**config.mk**
```make
export PLATFORM = sky130hd
export DESIGN_NAME = wdm_top
export DESIGN_NICKNAME = d
export VERILOG_FILES = /design/src/logic/wdm_pkg.sv /design/src/logic/wdm_counter.sv /design/src/logic/wdm_top.sv
export SDC_FILE = /design/constraint.sdc
export NUM_CORES = 1
export LEC_CHECK = 0
export BUFFER_PORTS_ARGS = -buffer_cell sky130_fd_sc_hd__buf_2
export CAP_MARGIN = 0
export CORE_UTILIZATION = 40
export CTS_CLUSTER_SIZE = 40
export DETAILED_ROUTE_END_ITERATION = 8
export HOLD_SLACK_MARGIN = 0.02
export PLACE_DENSITY = 0.6
export SETUP_SLACK_MARGIN = 0.05
export SLEW_MARGIN = 20
export SYNTH_ARGS = -nofsm -noshare
export SYNTH_HDL_FRONTEND = slang
export SYNTH_SLANG_ARGS = --single-unit
export TNS_END_PERCENT = 10
```
**constraint.sdc**
```tcl
create_clock -name clk_sys_i -period 6.8 [get_ports clk_sys_i]
set_input_delay 1.36 -clock clk_sys_i [delete_from_list [all_inputs] [get_ports clk_sys_i]]
set_output_delay 1.36 -clock clk_sys_i [all_outputs]
set_load 0.1 [all_outputs]
```
**src/logic/wdm_pkg.sv**
```systemverilog
`default_nettype none

package wdm_pkg;

  // ----------------------------------------------------------------
  // Constants
  // ----------------------------------------------------------------
  localparam int CNT_W = 21;
  localparam logic [7:0] CTRL_ADDR = 8'h60;
  localparam logic [7:0] CTRL_RESET = 8'h00;
  localparam logic [7:0] RDATA_ZERO = 8'h00;
  localparam int UNLOCK_CYCLES = 4;
  localparam logic [2:0] UNLOCK_LOAD = 3'(UNLOCK_CYCLES - 1);
  localparam logic [2:0] UNLOCK_DONE = 3'h0;
  localparam logic [3:0] PERIOD_MAX = 4'h9;
  localparam logic [CNT_W-1:0] PERIOD_BASE = 21'h000800;
  localparam logic FUSE_PROGRAMMED = 1'b0;
  localparam logic FUSE_RESET = 1'b1;

  // ----------------------------------------------------------------
  // Types
  // ----------------------------------------------------------------
  typedef enum logic [3:0] {
    WDM_STOPPED = 4'h1,
    WDM_IRQ = 4'h2,
    WDM_RST = 4'h4,
    WDM_IRQ_RST = 4'h8
  } wdm_mode_e;

  // Control and status byte, bit 7 down to bit 0.
  typedef struct packed {
    logic irq_flag;
    logic irq_enable;
    logic period_msb;
    logic change_unlock;
    logic reset_enable;
    logic [2:0] period_low;
  } wdm_ctrl_s;

  // Timeout length in oscillator cycles; reserved codes act as the longest.
  function automatic logic [CNT_W-1:0] wdm_timeout_limit(
    input logic [3:0] sel
  );
    logic [3:0] s;
    s = (sel > PERIOD_MAX) ? PERIOD_MAX : sel;
    return PERIOD_BASE << s;
  endfunction : wdm_timeout_limit

endpackage : wdm_pkg

`default_nettype wire

```
**src/logic/wdm_counter.sv**
```systemverilog
`timescale 1ns/1ps
`default_nettype none

module wdm_counter
  import wdm_pkg::*;
#(
  parameter int W = CNT_W
)
(
  // Clock and reset
  input wire logic clk_sys_i,
  input wire logic sys_rst_i,
  // Oscillator and control
  input wire logic osc_i,
  input wire logic run_i,
  input wire logic restart_i,
  input wire logic [W-1:0] limit_i,
  // Status
  output logic timeout_o,
  output logic [W-1:0] count_o
);

  logic osc_s1;
  logic osc_s2;
  logic osc_s3;
  logic [W-1:0] count;
  logic [W-1:0] next_count;
  wire tick;
  wire at_limit;

  // ----------------------------------------------------------------
  // Oscillator edge detection and count
  // ----------------------------------------------------------------
  assign tick = osc_s2 & ~osc_s3;
  assign at_limit = count >= W'(limit_i - W'(1));
  assign timeout_o = run_i & tick & at_limit & ~restart_i;
  assign count_o = count;
  assign next_count = (restart_i | ~run_i | timeout_o) ? '0 :
                      tick ? W'(count + W'(1)) : count;

  always_ff @(posedge clk_sys_i or posedge sys_rst_i)
  begin
    if (sys_rst_i)
    begin
      osc_s1 <= 1'b0;
      osc_s2 <= 1'b0;
      osc_s3 <= 1'b0;
      count <= '0;
    end
    else
    begin
      osc_s1 <= osc_i;
      osc_s2 <= osc_s1;
      osc_s3 <= osc_s2;
      count <= next_count;
    end
  end

  // ----------------------------------------------------------------
  // Checks
  // ----------------------------------------------------------------
  AST_RESTART: assert property (
    @(posedge clk_sys_i) disable iff (sys_rst_i)
    restart_i |=> (count_o == '0) ##1 (count_o <= W'(1)))
    else $error("Counter did not restart.");

  AST_NO_TICK_HOLD: assert property (
    @(posedge clk_sys_i) disable iff (sys_rst_i)
    (run_i && !tick && !restart_i && !timeout_o) |=> $stable(count_o))
    else $error("Counter moved without an oscillator edge.");

endmodule : wdm_counter

`default_nettype wire

```
**src/logic/wdm_top.sv**
```systemverilog
`timescale 1ns/1ps
`default_nettype none

module wdm_top
  import wdm_pkg::*;
(
  // Clock and reset
  input wire logic clk_sys_i,
  input wire logic sys_rst_i,
  // Register port
  input wire logic [7:0] reg_addr_i,
  input wire logic reg_wr_i,
  input wire logic [7:0] reg_wdata_i,
  output logic [7:0] reg_rdata_o,
  // Processor side
  input wire logic gie_i,
  input wire logic irq_ack_i,
  input wire logic wdr_i,
  input wire logic wdog_reset_cause_flag_i,
  // Oscillator and fuse pins
  input wire logic osc_i,
  input wire logic wdog_force_on_fuse_i,
  // Outputs
  output logic irq_o,
  output logic sys_reset_req_o
);

  logic fuse_s1;
  logic fuse_s2;
  wdm_ctrl_s ctrl;
  wdm_ctrl_s next_ctrl;
  logic [2:0] unlock_cnt;
  logic [2:0] next_unlock_cnt;
  logic timeout;
  logic [CNT_W-1:0] count;
  wdm_mode_e mode;
  wdm_ctrl_s wr;
  wire forced;
  wire addr_hit;
  wire wr_hit;
  wire [3:0] period;
  wire [3:0] wr_period;
  wire [3:0] next_period;
  wire [CNT_W-1:0] limit;
  wire run;
  wire ack;
  wire unlock_start;
  wire set_flag;
  wire do_reset;
  wire next_irq;

  // ----------------------------------------------------------------
  // Decode
  // ----------------------------------------------------------------
  assign forced = (fuse_s2 == FUSE_PROGRAMMED);
  assign addr_hit = (reg_addr_i == CTRL_ADDR);
  assign wr_hit = reg_wr_i & addr_hit;
  assign wr = wdm_ctrl_s'(reg_wdata_i);
  assign period = {ctrl.period_msb, ctrl.period_low};
  assign wr_period = {wr.period_msb, wr.period_low};
  assign limit = wdm_timeout_limit(period);
  assign mode = forced ? WDM_RST :
                (ctrl.reset_enable & ctrl.irq_enable) ? WDM_IRQ_RST :
                ctrl.reset_enable ? WDM_RST :
                ctrl.irq_enable ? WDM_IRQ : WDM_STOPPED;
  assign run = (mode != WDM_STOPPED);
  assign ack = irq_ack_i & irq_o;

  // ----------------------------------------------------------------
  // Timeout actions
  // ----------------------------------------------------------------
  assign set_flag = timeout & ((mode == WDM_IRQ) |
                    ((mode == WDM_IRQ_RST) & ~ctrl.irq_flag));
  assign do_reset = timeout & ((mode == WDM_RST) |
                    ((mode == WDM_IRQ_RST) & ctrl.irq_flag));

  // ----------------------------------------------------------------
  // Next register values
  // ----------------------------------------------------------------
  assign next_ctrl.irq_flag = set_flag | (ctrl.irq_flag &
                              ~(wr_hit & wr.irq_flag) & ~ack);
  assign next_ctrl.irq_enable = (forced | ack) ? 1'b0 :
                                wr_hit ? wr.irq_enable : ctrl.irq_enable;
  assign next_ctrl.reset_enable =
    (forced | wdog_reset_cause_flag_i) ? 1'b1 :
    ~wr_hit ? ctrl.reset_enable :
    ctrl.change_unlock ? wr.reset_enable :
    (ctrl.reset_enable | wr.reset_enable);
  assign next_period = (wr_hit & ctrl.change_unlock) ? wr_period :
                       period;
  assign next_ctrl.period_msb = next_period[3];
  assign next_ctrl.period_low = next_period[2:0];
  assign unlock_start = wr_hit & wr.change_unlock;
  assign next_ctrl.change_unlock = unlock_start |
    (ctrl.change_unlock & (unlock_cnt != UNLOCK_DONE));
  assign next_unlock_cnt = unlock_start ? UNLOCK_LOAD :
    (unlock_cnt != UNLOCK_DONE) ? 3'(unlock_cnt - 3'h1) : UNLOCK_DONE;
  assign next_irq = next_ctrl.irq_flag & next_ctrl.irq_enable &
                    gie_i;

  // ----------------------------------------------------------------
  // Registers
  // ----------------------------------------------------------------
  always_ff @(posedge clk_sys_i or posedge sys_rst_i)
  begin
    if (sys_rst_i)
    begin
      fuse_s1 <= FUSE_RESET;
      fuse_s2 <= FUSE_RESET;
      ctrl <= wdm_ctrl_s'(CTRL_RESET);
      unlock_cnt <= UNLOCK_DONE;
      irq_o <= 1'b0;
      sys_reset_req_o <= 1'b0;
      reg_rdata_o <= RDATA_ZERO;
    end
    else
    begin
      fuse_s1 <= wdog_force_on_fuse_i;
      fuse_s2 <= fuse_s1;
      ctrl <= next_ctrl;
      unlock_cnt <= next_unlock_cnt;
      irq_o <= next_irq;
      sys_reset_req_o <= do_reset;
      reg_rdata_o <= addr_hit ? ctrl : RDATA_ZERO;
    end
  end

  // ----------------------------------------------------------------
  // Timeout counter
  // ----------------------------------------------------------------
  wdm_counter #(
    .W(CNT_W)
  ) u_counter (
    .clk_sys_i(clk_sys_i),
    .sys_rst_i(sys_rst_i),
    .osc_i(osc_i),
    .run_i(run),
    .restart_i(wdr_i),
    .limit_i(limit),
    .timeout_o(timeout),
    .count_o(count)
  );

  // ----------------------------------------------------------------
  // Checks
  // ----------------------------------------------------------------
  AST_IRQ_GATE: assert property (
    @(posedge clk_sys_i) disable iff (sys_rst_i)
    irq_o |-> $past(gie_i) && ctrl.irq_enable && ctrl.irq_flag)
    else $error("Interrupt raised without both enables.");

  AST_IRQ_MODE: assert property (
    @(posedge clk_sys_i) disable iff (sys_rst_i)
    (timeout && mode == WDM_IRQ) |=> ctrl.irq_flag && !sys_reset_req_o)
    else $error("Interrupt mode timeout handled wrongly.");

  AST_FIRST_TIMEOUT: assert property (
    @(posedge clk_sys_i) disable iff (sys_rst_i)
    (timeout && mode == WDM_IRQ_RST && !ctrl.irq_flag)
      |=> ctrl.irq_flag && !sys_reset_req_o)
    else $error("First combined timeout did not set the flag only.");

  AST_ACK_CLEAR: assert property (
    @(posedge clk_sys_i) disable iff (sys_rst_i)
    (ack && !timeout) |=> !ctrl.irq_flag && !ctrl.irq_enable)
    else $error("Vector taken did not clear enable and flag.");

  AST_SECOND_TIMEOUT: assert property (
    @(posedge clk_sys_i) disable iff (sys_rst_i)
    (timeout && mode == WDM_IRQ_RST && ctrl.irq_flag) |=> sys_reset_req_o)
    else $error("Unserviced combined timeout did not reset.");

  AST_STOPPED: assert property (
    @(posedge clk_sys_i) disable iff (sys_rst_i)
    (mode == WDM_STOPPED) |-> !timeout ##1 !sys_reset_req_o)
    else $error("Stopped watchdog took action.");

  AST_STOP_CLEAR: assert property (
    @(posedge clk_sys_i) disable iff (sys_rst_i)
    (mode == WDM_STOPPED) |=> (count == '0))
    else $error("Stopped watchdog kept counting.");

  AST_FORCED: assert property (
    @(posedge clk_sys_i) disable iff (sys_rst_i)
    (forced && timeout) |=> sys_reset_req_o && !ctrl.irq_enable)
    else $error("Forced mode did not reset on timeout.");

  AST_LOCKED: assert property (
    @(posedge clk_sys_i) disable iff (sys_rst_i)
    (wr_hit && !ctrl.change_unlock)
      |=> $stable(period) && !$fell(ctrl.reset_enable))
    else $error("Locked setting changed without unlock.");

  AST_UNLOCK_HOLD: assert property (
    @(posedge clk_sys_i) disable iff (sys_rst_i)
    unlock_start |=> ctrl.change_unlock [*4])
    else $error("Unlock window shorter than four cycles.");

  AST_UNLOCK_END: assert property (
    @(posedge clk_sys_i) disable iff (sys_rst_i)
    (unlock_start ##1 !unlock_start [*4]) |=> !ctrl.change_unlock)
    else $error("Unlock did not clear after four cycles.");

  AST_CAUSE_HOLD: assert property (
    @(posedge clk_sys_i) disable iff (sys_rst_i)
    wdog_reset_cause_flag_i |=> ctrl.reset_enable)
    else $error("Reset enable cleared while cause flag set.");

  AST_W1C: assert property (
    @(posedge clk_sys_i) disable iff (sys_rst_i)
    (wr_hit && wr.irq_flag && !set_flag) |=> !ctrl.irq_flag)
    else $error("Writing one did not clear the flag.");

  COV_COMBINED_IRQ: cover property (
    @(posedge clk_sys_i) disable iff (sys_rst_i)
    (mode == WDM_IRQ_RST) && set_flag);

  COV_RESET: cover property (
    @(posedge clk_sys_i) disable iff (sys_rst_i)
    sys_reset_req_o);

  COV_UNLOCK_CHANGE: cover property (
    @(posedge clk_sys_i) disable iff (sys_rst_i)
    unlock_start ##[1:4] (wr_hit && !wr.reset_enable));

  COV_ACK: cover property (
    @(posedge clk_sys_i) disable iff (sys_rst_i)
    ack);

endmodule : wdm_top

`default_nettype wire

```
* Word-level counts from Yosys, hierarchy flattened
Index checks and enable logic that the tools add are counted.
** Word-level totals
- Output and inout port bits :: 10
- Input bits :: 25
- Flip-flop bits (word level) :: 47
- Logic and storage cells :: 80
** Operators by class
- Equality and inequality tests :: 5
- Magnitude comparators :: 2
- Shifts and indexed selects :: 1
- Bitwise operators :: 35
- Muxes and demuxes :: 15
- Reduce and logical (&&, ||, !) cells :: 3
- Add/sub/neg operators :: 3
** Operator list (count)
- $mux W21 :: 2
- $add A21 B1 Y21 const B :: 1
- $ge A21 B21 Y1 :: 1
- $shl A12 B4 Y21 const A :: 1
- $sub A21 B1 Y21 const B :: 1
- $and A1 B1 Y1 :: 19
- $mux W4 :: 3
- $mux W3 :: 3
- $or A1 B1 Y1 :: 9
- $eq A8 B7 Y1 const B :: 1
- $mux W8 :: 1
- $not A1 Y1 :: 7
- $mux W1 :: 5
- $eq A4 B2 Y1 const B :: 1
- $eq A4 B3 Y1 const B :: 1
- $eq A4 B4 Y1 const B :: 1
- $gt A4 B4 Y1 const B :: 1
- $ne A4 B1 Y1 const B :: 1
- $reduce_bool A2 Y1 :: 2
- $reduce_bool A3 Y1 :: 1
- $sub A3 B1 Y3 const B :: 1
- $mux W2 :: 1

* Logic depth before layout (Yosys ltp)
Gate-level depths: netlist of the first run.
- Depth after elaboration :: 12
- Mapped depth :: 14

* Hierarchy
From an unflattened synthesis of the first run, not the netlist that was laid out.
** Second synthesis, totals
- Cells, all modules :: 329
- Area, all modules :: 3166.8 um^2
** Modules (own cells, without submodules)
- wdm_counter :: area each 2135.8 um^2, times used 1, cells an instance 239
- wdm_top :: area each 1031.0 um^2, times used 1, cells an instance 90

* Worst setup path before layout of the first run
No wires, ideal clock.
- Path type :: register -> register
- Start :: register ctrl[1] (netlist bit)
- End :: register u_counter.count[10], in the netlist u_counter.count_o[10]
- Arrival :: 2812 ps
- Setup slack :: 3917 ps
- Required time :: 6729 ps
- Clock period less this slack :: 2883 ps
- Setup time :: 71 ps
- Path buffers :: 1
- Cell stages (with the launch flop) :: 14
- Cells stage by stage :: dfrtp_1 or2_2 or3_1 ha_1 nor3_1 a21o_1 a32oi_1 ha_1 a21oi_1 nor2_1 a211oi_2 a31oi_4 buf_6 nor2_1
** On the way
- Longest elaborated chain between the ends :: 9
** Ends and longest elaborated chain
- from (decl) :: line wdm_top.sv:30 : wdm_ctrl_s ctrl;
- from (signal assigned) :: line wdm_top.sv:110 : ctrl <= wdm_ctrl_s'(CTRL_RESET);
- from (signal assigned) :: line wdm_top.sv:120 : ctrl <= next_ctrl;
- $gt A4 B4 Y1 :: line wdm_pkg.sv:45 : s = (sel > PERIOD_MAX) ? PERIOD_MAX : sel;
- $mux W4 * :: line wdm_pkg.sv:45
- $shl A12 B4 Y21 * :: line wdm_pkg.sv:46 : return PERIOD_BASE << s;
- $sub A21 B1 Y21 * :: line wdm_counter.sv:35 : assign at_limit = count >= W'(limit_i - W'(1));
- $ge A21 B21 Y1 * :: line wdm_counter.sv:35
- $and A1 B1 Y1 * (2 in a row) :: line wdm_counter.sv:36 : assign timeout_o = run_i & tick & at_limit & ~restart_i;
- $or A1 B1 Y1 * :: line wdm_counter.sv:38 : assign next_count = (restart_i | ~run_i | timeout_o) ? '0 :
- $mux W21 / $reduce_bool A2 Y1 (equally long branches)
- to (signal assigned) :: line wdm_counter.sv:55 : count <= next_count;
- to (decl) :: line wdm_counter.sv:26 : logic [W-1:0] count;
Mark *: on every way between the ends. The rest lies on a longest branch, timed or not.
A chain may end at the register's enable or synchronous reset.

* Final worst setup path of the first run
- Start :: register ctrl[1] (netlist bit)
- End :: register u_counter.count[13], in the netlist u_counter.count_o[13]
Same word-level chain as after synthesis.

==> results of run 1 <==
## how the worst max path moves through the flow
stage,startpoint,to,slack [ns],depth (start not counted)
floorplan,ctrl[1]$_DFFE_PP0P_,u_counter.count_o[10]$_DFFE_PP0P_,3.92,13
global placement,ctrl[1]$_DFFE_PP0P_,u_counter.count_o[13]$_DFFE_PP0P_,3.61,12
detailed placement,ctrl[1]$_DFFE_PP0P_,u_counter.count_o[13]$_DFFE_PP0P_,3.54,12
CTS,ctrl[1]$_DFFE_PP0P_,u_counter.count_o[13]$_DFFE_PP0P_,3.52,12
global route,ctrl[1]$_DFFE_PP0P_,u_counter.count_o[13]$_DFFE_PP0P_,3.20,12
finish,ctrl[1]$_DFFE_PP0P_,u_counter.count_o[13]$_DFFE_PP0P_,3.52,12
## critical path, stage by stage, from the launching register on
cell	delay, ns
dfrtp_1	0.44
or2_2	0.34
or3_1	0.34
ha_1	0.24
nor3_1	0.15
a21o_1	0.10
a32oi_1	0.10
ha_1	0.20
a21oi_1	0.15
nor2_1	0.06
a211oi_2	0.56
a31oi_4	0.32
a21oi_1	0.21
## placed cells by master, fill, tap and decap left out, types with 9 or more instances in the layout
master | synthesis | final
buf_2 | 0 | 34
ha_1 | 12 | 12
xor2_1 | 16 | 16
a21oi_1 | 11 | 11
and2_1 | 9 | 9
nor2_1 | 22 | 22
dfrtp_1 | 45 | 45
nand2_1 | 24 | 24
nand4_1 | 14 | 14
nand3_1 | 15 | 15
## cells by family after synthesis
family                     after synthesis
and+or+nand+nor                        115
adders and majority gates               12
DFF                                     47
muxes                                    5
AOI/OAI and AO/OA                       35
xor gates and xnor gates                16
buffers and inverters                   10
other                                    1
## power breakdown
group / leakage [nW] / switching [W] / internal (W) / total, W
Clock: 0.0654 / 0.0000950 / 0.000147 / 0.000242
Combinational: 0.628 / 0.0000168 / 0.00000932 / 0.0000261
Sequential: 0.637 / 0.00000222 / 0.000282 / 0.000284
Total: 1.33 / 0.000114 / 0.000438 / 0.000552
## per-layer routing
layer	global-route usage (%)	vias up
li1	-	941
met1	22.92	919
met2	27.29	27
met3	3.523	7
met4	5.893	0
met5	0	-
## flip-flops by register name, summed over array words and instances (netlist names), 3 cells and up
| signal | cells |
|---|---|
| u_counter.count_o | 21 |
| unlock_cnt | 3 |
| reg_rdata_o | 8 |
| ctrl | 8 |
## cell type report
| type | count | area (um2) |
|---|---|---|
| tap | 75 | 93.84 |
| sequential | 47 | 1179 |
| inverter | 7 | 27.53 |
| clock buffer | 6 | 72.57 |
| clock inverter | 2 | 60.06 |
| fill | 562 | 3077 |
| multi-input combinational | 184 | 1241 |
| timing repair buffer | 34 | 170.2 |
## per-stage QoR
step	hold slack, ns	util, %	worst slack, ns
4_1_cts	0.3604	48.01	3.520
3_3_place_gp	0.3359	45.77	3.610
5_1_grt	0.3635	48.03	3.198
2_1_floorplan	0.3312	-	3.917
6_report	0.3554	48.03	3.520
3_5_place_dp	0.3403	45.77	3.541
==> results.cfg, run 1 <==
[synthesis]
synthesis.nets = 278
synthXorXnorAreaFrac_pct = 5.685
yosysMostFrequentCell = dfrtp_1
ys_seq_area_share_pct = 47.82
synthSimpleGateAreaFrac_pct = 25.13
synth_top_family_by_area = simple AND/OR/NAND/NOR gates
synth_seq_cells = 47
yosys_warnings = 0
synthTopCellsByArea = dfrtp_1, ha_1, xor2_1, nand2_1, nand4_1
synthMuxAreaShare_pct = 2.234
synth_cell_types = 49
synth_top_area_share_pct = 45.69
synth_edf_count = 0
synthArstFlopShare_pct = 100.0
syn_inst = 241
synthAdderAreaFrac_pct = 6.091
synthFlopType = dfrtp_1
synth-compound-area-share_pct = 11.07
avgSynthCellArea_um2 = 10.23
synth_top_area_cell = dfrtp_1
ys_top_cells_by_count = dfrtp_1, nand2_1, nor2_1, xor2_1, nand3_1
synth_area_um2 = 2465

[place]
place_area_um2 = 2710
dp_hpwl_mm = 3.501
dp_cells = 347
gp_congestion = 0.8223
numPortBuffers = 34

[drt]
wl_met3_um = 152
m1WireLength_mm = 2.394
wl_mm = 4.951
wire_per_inst_um = 13.95
wl_met2_mm = 2.327
vias = 1894
drtIter0Drc = 112
firstDrtPassIters = 4
top_layer_used = met4
drc_errors = 0
viasPerCell = 5.335
drtAntennaViolNets = 0

[floorplan]
core_area_um2 = 5921
ios = 35
num_rows = 28
fp.dieH_um = 80.50
die_w_um = 80.50
die_area_um2 = 6480
start_util_pct = 41.63

[worst_setup_path]
critPathArrivalTime_ns = 3.51
end_kind = register
r2r-end = u_counter.count_o[13]$_DFFE_PP0P_
r2r_setup_slack_ns = 3.52
critPathMaxFanout = 16
reg2reg_depth = 12
startpoint_type = register
required_ns = 7.03
crit_type = register to register
r2r-start = ctrl[1]$_DFFE_PP0P_

[power]
ir_drop_uv = 145.2
p_leak_nw = 1.331
cellPowerDensity_nw_per_um2 = 194.2
finalPower_w = 0.0005524

[finish]
syn_to_final_growth_pct = 15.38
insertedDiodeCount = 0
nNetsFinal = 316
final-instance-count-excl-fill = 355
stdcell_area_um2 = 2844
drive_above_1_share_pct = 20.00

[clock_network]
cts_sinks = 47
post_cts_buffers = 0
cts_buffer_depth = 2
root_buffer = clkbuf_8
hold_buffers = 0
path_clk_slew_ns = 0.09
cts-buffers-inserted = 5
cts_resized = 0
cts_tree = done
htree_levels = 2
clk_latency_ns = 0.30

[sta]
fmax_mhz = 304.9
max_slew_margin_pct = 46.48
finalClockSkew_ns = 0.006563
period_needed_ns = 3.280
tightest_slew_ns = 0.8018
finalSetupViolCount = 0
rsz0062_at_grt = false
finalHoldViolCount = 0
fin_tns_setup_ns = 0
drv_slew = 0
finalCritPeriodShare_pct = 48.24

[flow_run]
drv_cap = 0

[global_route]
grt_usage_pct = 17.11
grt_pass1_vias = 1851
globalRouteOverflowTotal = 0
grt_pass1_wl_mm = 8.521
grt_max_degree = 48
antenna_found_initial = 0

[worst_hold_path]
min_path_cells = 0
min_path_type = register to register
min_to = u_counter.osc_s2$_DFF_PP0_
hp-start = u_counter.osc_s1$_DFF_PP0_

[outcome]
status = completed
Power figures use the tool's default switching activity.
==> inputs of run 2 (changes only) <==
ABC_AREA = 1   (was unset)
clock period = 3.35 ns   (was 6.8 ns; I/O delays follow)
==> results.cfg, run 2 <==
[outcome]
status = completed

[sta]
drv_slew = 0
rsz0062_at_grt = false
finalCritPeriodShare_pct = 82.11
finalClockSkew_ns = 0.006065
max_slew_margin_pct = 45.75
fmax_mhz = 363.5
finalSetupViolCount = 0
period_needed_ns = 2.751
tightest_slew_ns = 0.8129
finalHoldViolCount = 0
fin_tns_setup_ns = 0

[flow_run]
drv_cap = 0

[floorplan]
ios = 35
die_area_um2 = 6932
fp.dieH_um = 83.26
start_util_pct = 41.60
num_rows = 29
die_w_um = 83.26
core_area_um2 = 6350

[drt]
firstDrtPassIters = 4
wl_met3_um = 189
wire_per_inst_um = 11.49
m1WireLength_mm = 2.650
vias = 2131
wl_met2_mm = 2.238
viasPerCell = 4.810
drc_errors = 0
wl_mm = 5.092
drtIter0Drc = 85
top_layer_used = met4
drtAntennaViolNets = 0

[global_route]
grt_usage_pct = 16.49
globalRouteOverflowTotal = 0
grt_max_degree = 48
grt_pass1_wl_mm = 9.356
grt_pass1_vias = 2092
antenna_found_initial = 0

[power]
p_leak_nw = 1.557
ir_drop_uv = 242.2
finalPower_w = 0.0009769
cellPowerDensity_nw_per_um2 = 330.4

[worst_hold_path]
min_path_cells = 0
min_path_type = register to register
min_to = u_counter.osc_s2$_DFF_PP0_
hp-start = u_counter.osc_s1$_DFF_PP0_

[synthesis]
synthesis.nets = 364
synth_edf_count = 0
ys_top_cells_by_count = nand2_1, nor2_1, dfrtp_1, inv_1, nand3_1
synthTopCellsByArea = dfrtp_1, nand2_1, nor2_1, inv_1, ha_1
avgSynthCellArea_um2 = 8.077
synth_cell_types = 32
synthArstFlopShare_pct = 100.0
yosysMostFrequentCell = nand2_1
syn_inst = 327
synth_top_area_share_pct = 42.63
synth_top_area_cell = dfrtp_1
synth_seq_cells = 47
yosys_warnings = 0
synth_area_um2 = 2641
synthFlopType = dfrtp_1
ys_seq_area_share_pct = 44.62

[clock_network]
post_cts_buffers = 0
hold_buffers = 0
htree_levels = 2
cts_sinks = 47
root_buffer = clkbuf_8
cts_resized = 0
cts-buffers-inserted = 5
clk_latency_ns = 0.30
cts_tree = done
cts_buffer_depth = 2
path_clk_slew_ns = 0.09

[worst_setup_path]
critPathArrivalTime_ns = 2.94
end_kind = register
r2r_setup_slack_ns = 0.60
r2r-start = ctrl[5]$_DFFE_PP0P_
required_ns = 3.54
r2r-end = u_counter.count_o[16]$_DFFE_PP0P_
reg2reg_depth = 18
startpoint_type = register
critPathMaxFanout = 15
crit_start = ctrl[5]$_DFFE_PP0P_
slowest_delay_ns = 0.42
critical_path.top_delay_family = simple AND/OR/NAND/NOR gates
crit_top_cell = nor2_1
crit_type = register to register
critPathBufInv = 3
cp_slowest_cell = dfrtp_1
worstPathCellList = inv_1 -> nand3_1 -> nor2_1 -> inv_1 -> ha_1 -> nand2_1 -> xor2_1 -> inv_1 -> ha_1 -> nand2_1 -> nor2_1 -> nand2_1 -> nor2_1 -> a21oi_1 -> nand2_2 -> nand2_4 -> nand2_4 -> nor2_1

[finish]
final_cell_mix = nand2_1, nor2_1, dfrtp_1, inv_1, buf_2
final_common_cell = nand2_1
stdcell_area_um2 = 2957
syn_to_final_growth_pct = 11.94
top_regs = u_counter.count_o x21, ctrl x8, reg_rdata_o x8
final_core_util_pct = 46.56
drive_above_1_share_pct = 15.30
nNetsFinal = 402
regMostFlops = u_counter.count_o
insertedDiodeCount = 0
largest_reg_flops = 21

[place]
numPortBuffers = 34
gp_congestion = 0.8190
dp_hpwl_mm = 3.937
place_area_um2 = 2870
-- run 2: cell types whose count changed in the layout (fill, tap and decap cells not counted), sizes merged, moves of 3 or more --
cell / previous run / this run
and2: 9 / 0
nor3: 7 / 3
nand3: 16 / 27
or3: 3 / 0
a31oi: 3 / 0
inv: 6 / 44
o211ai: 4 / 1
mux2: 4 / 0
nor2: 24 / 61
nand2: 24 / 69
o21ai: 6 / 11
-- run 2: cell families after synthesis --
kind of cell | share of synthesized area (%)
simple gates | 31.64
buf+inv | 7.958
flops | 44.62
compound gates | 4.642
xor+xnor | 5.306
fa+ha+maj | 5.684
other cells | 0.1420
-- run 2: how the worst max path moves through the flow --
stage | to | slack [ns] | cells after the start
floorplan | u_counter.count_o[10]$_DFFE_PP0P_ | 0.91 | 19
CTS | u_counter.count_o[16]$_DFFE_PP0P_ | 0.61 | 18
finish | u_counter.count_o[16]$_DFFE_PP0P_ | 0.60 | 18
global route | u_counter.count_o[16]$_DFFE_PP0P_ | 0.30 | 18
global placement | u_counter.count_o[12]$_DFFE_PP0P_ | 0.78 | 18
detailed placement | u_counter.count_o[7]$_DFFE_PP0P_ | 0.60 | 18
-- run 2: worst reg2reg max path: stages, from the launching register on --
cell     delay [ns]
dfrtp_1        0.42
inv_1          0.17
nand3_1        0.11
nor2_1         0.15
inv_1          0.06
ha_1           0.20
nand2_1        0.10
xor2_1         0.18
inv_1          0.06
ha_1           0.26
nand2_1        0.04
nor2_1         0.18
nand2_1        0.08
nor2_1         0.11
a21oi_1        0.08
nand2_2        0.12
nand2_4        0.08
nand2_4        0.17
nor2_1         0.08
-- run 2: power breakdown --
part / switching, W / leakage, nW / internal (W) / total [W]
sequential: 0.00000521 / 0.613 / 0.000575 / 0.000580
combinational: 0.0000394 / 0.904 / 0.0000191 / 0.0000585
clock: 0.000192 / 0.0412 / 0.000146 / 0.000338
-- run 2: routing by layer --
metal | GRT usage [%] | vias up
met3 | 2.684 | 4
met2 | 26.60 | 36
met1 | 23.01 | 977
li1 | - | 1114
met4 | 4.389 | 0
met5 | 0 | -
-- run 2: cell type report --
cell class / count / area (um2)
fillers: 619 / 3393
multi-input cells: 231 / 1252
flip-flops and latches: 47 / 1179
inverters: 46 / 173.9
repair buffers: 34 / 170.2
well taps: 77 / 96.34
clock buffers: 6 / 72.57
clock inverters: 2 / 12.51
-- run 2: stage by stage --
step | hold slack [ns] | cells | worst slack [ns]
after global routing | 0.3614 | 443 | 0.2975
final | 0.3550 | 443 | 0.5992
after detailed placement | 0.3373 | 435 | 0.5980
after global placement | 0.3345 | 435 | 0.7761
after floorplan | 0.3312 | 327 | 0.9112
after CTS | 0.3580 | 443 | 0.6132
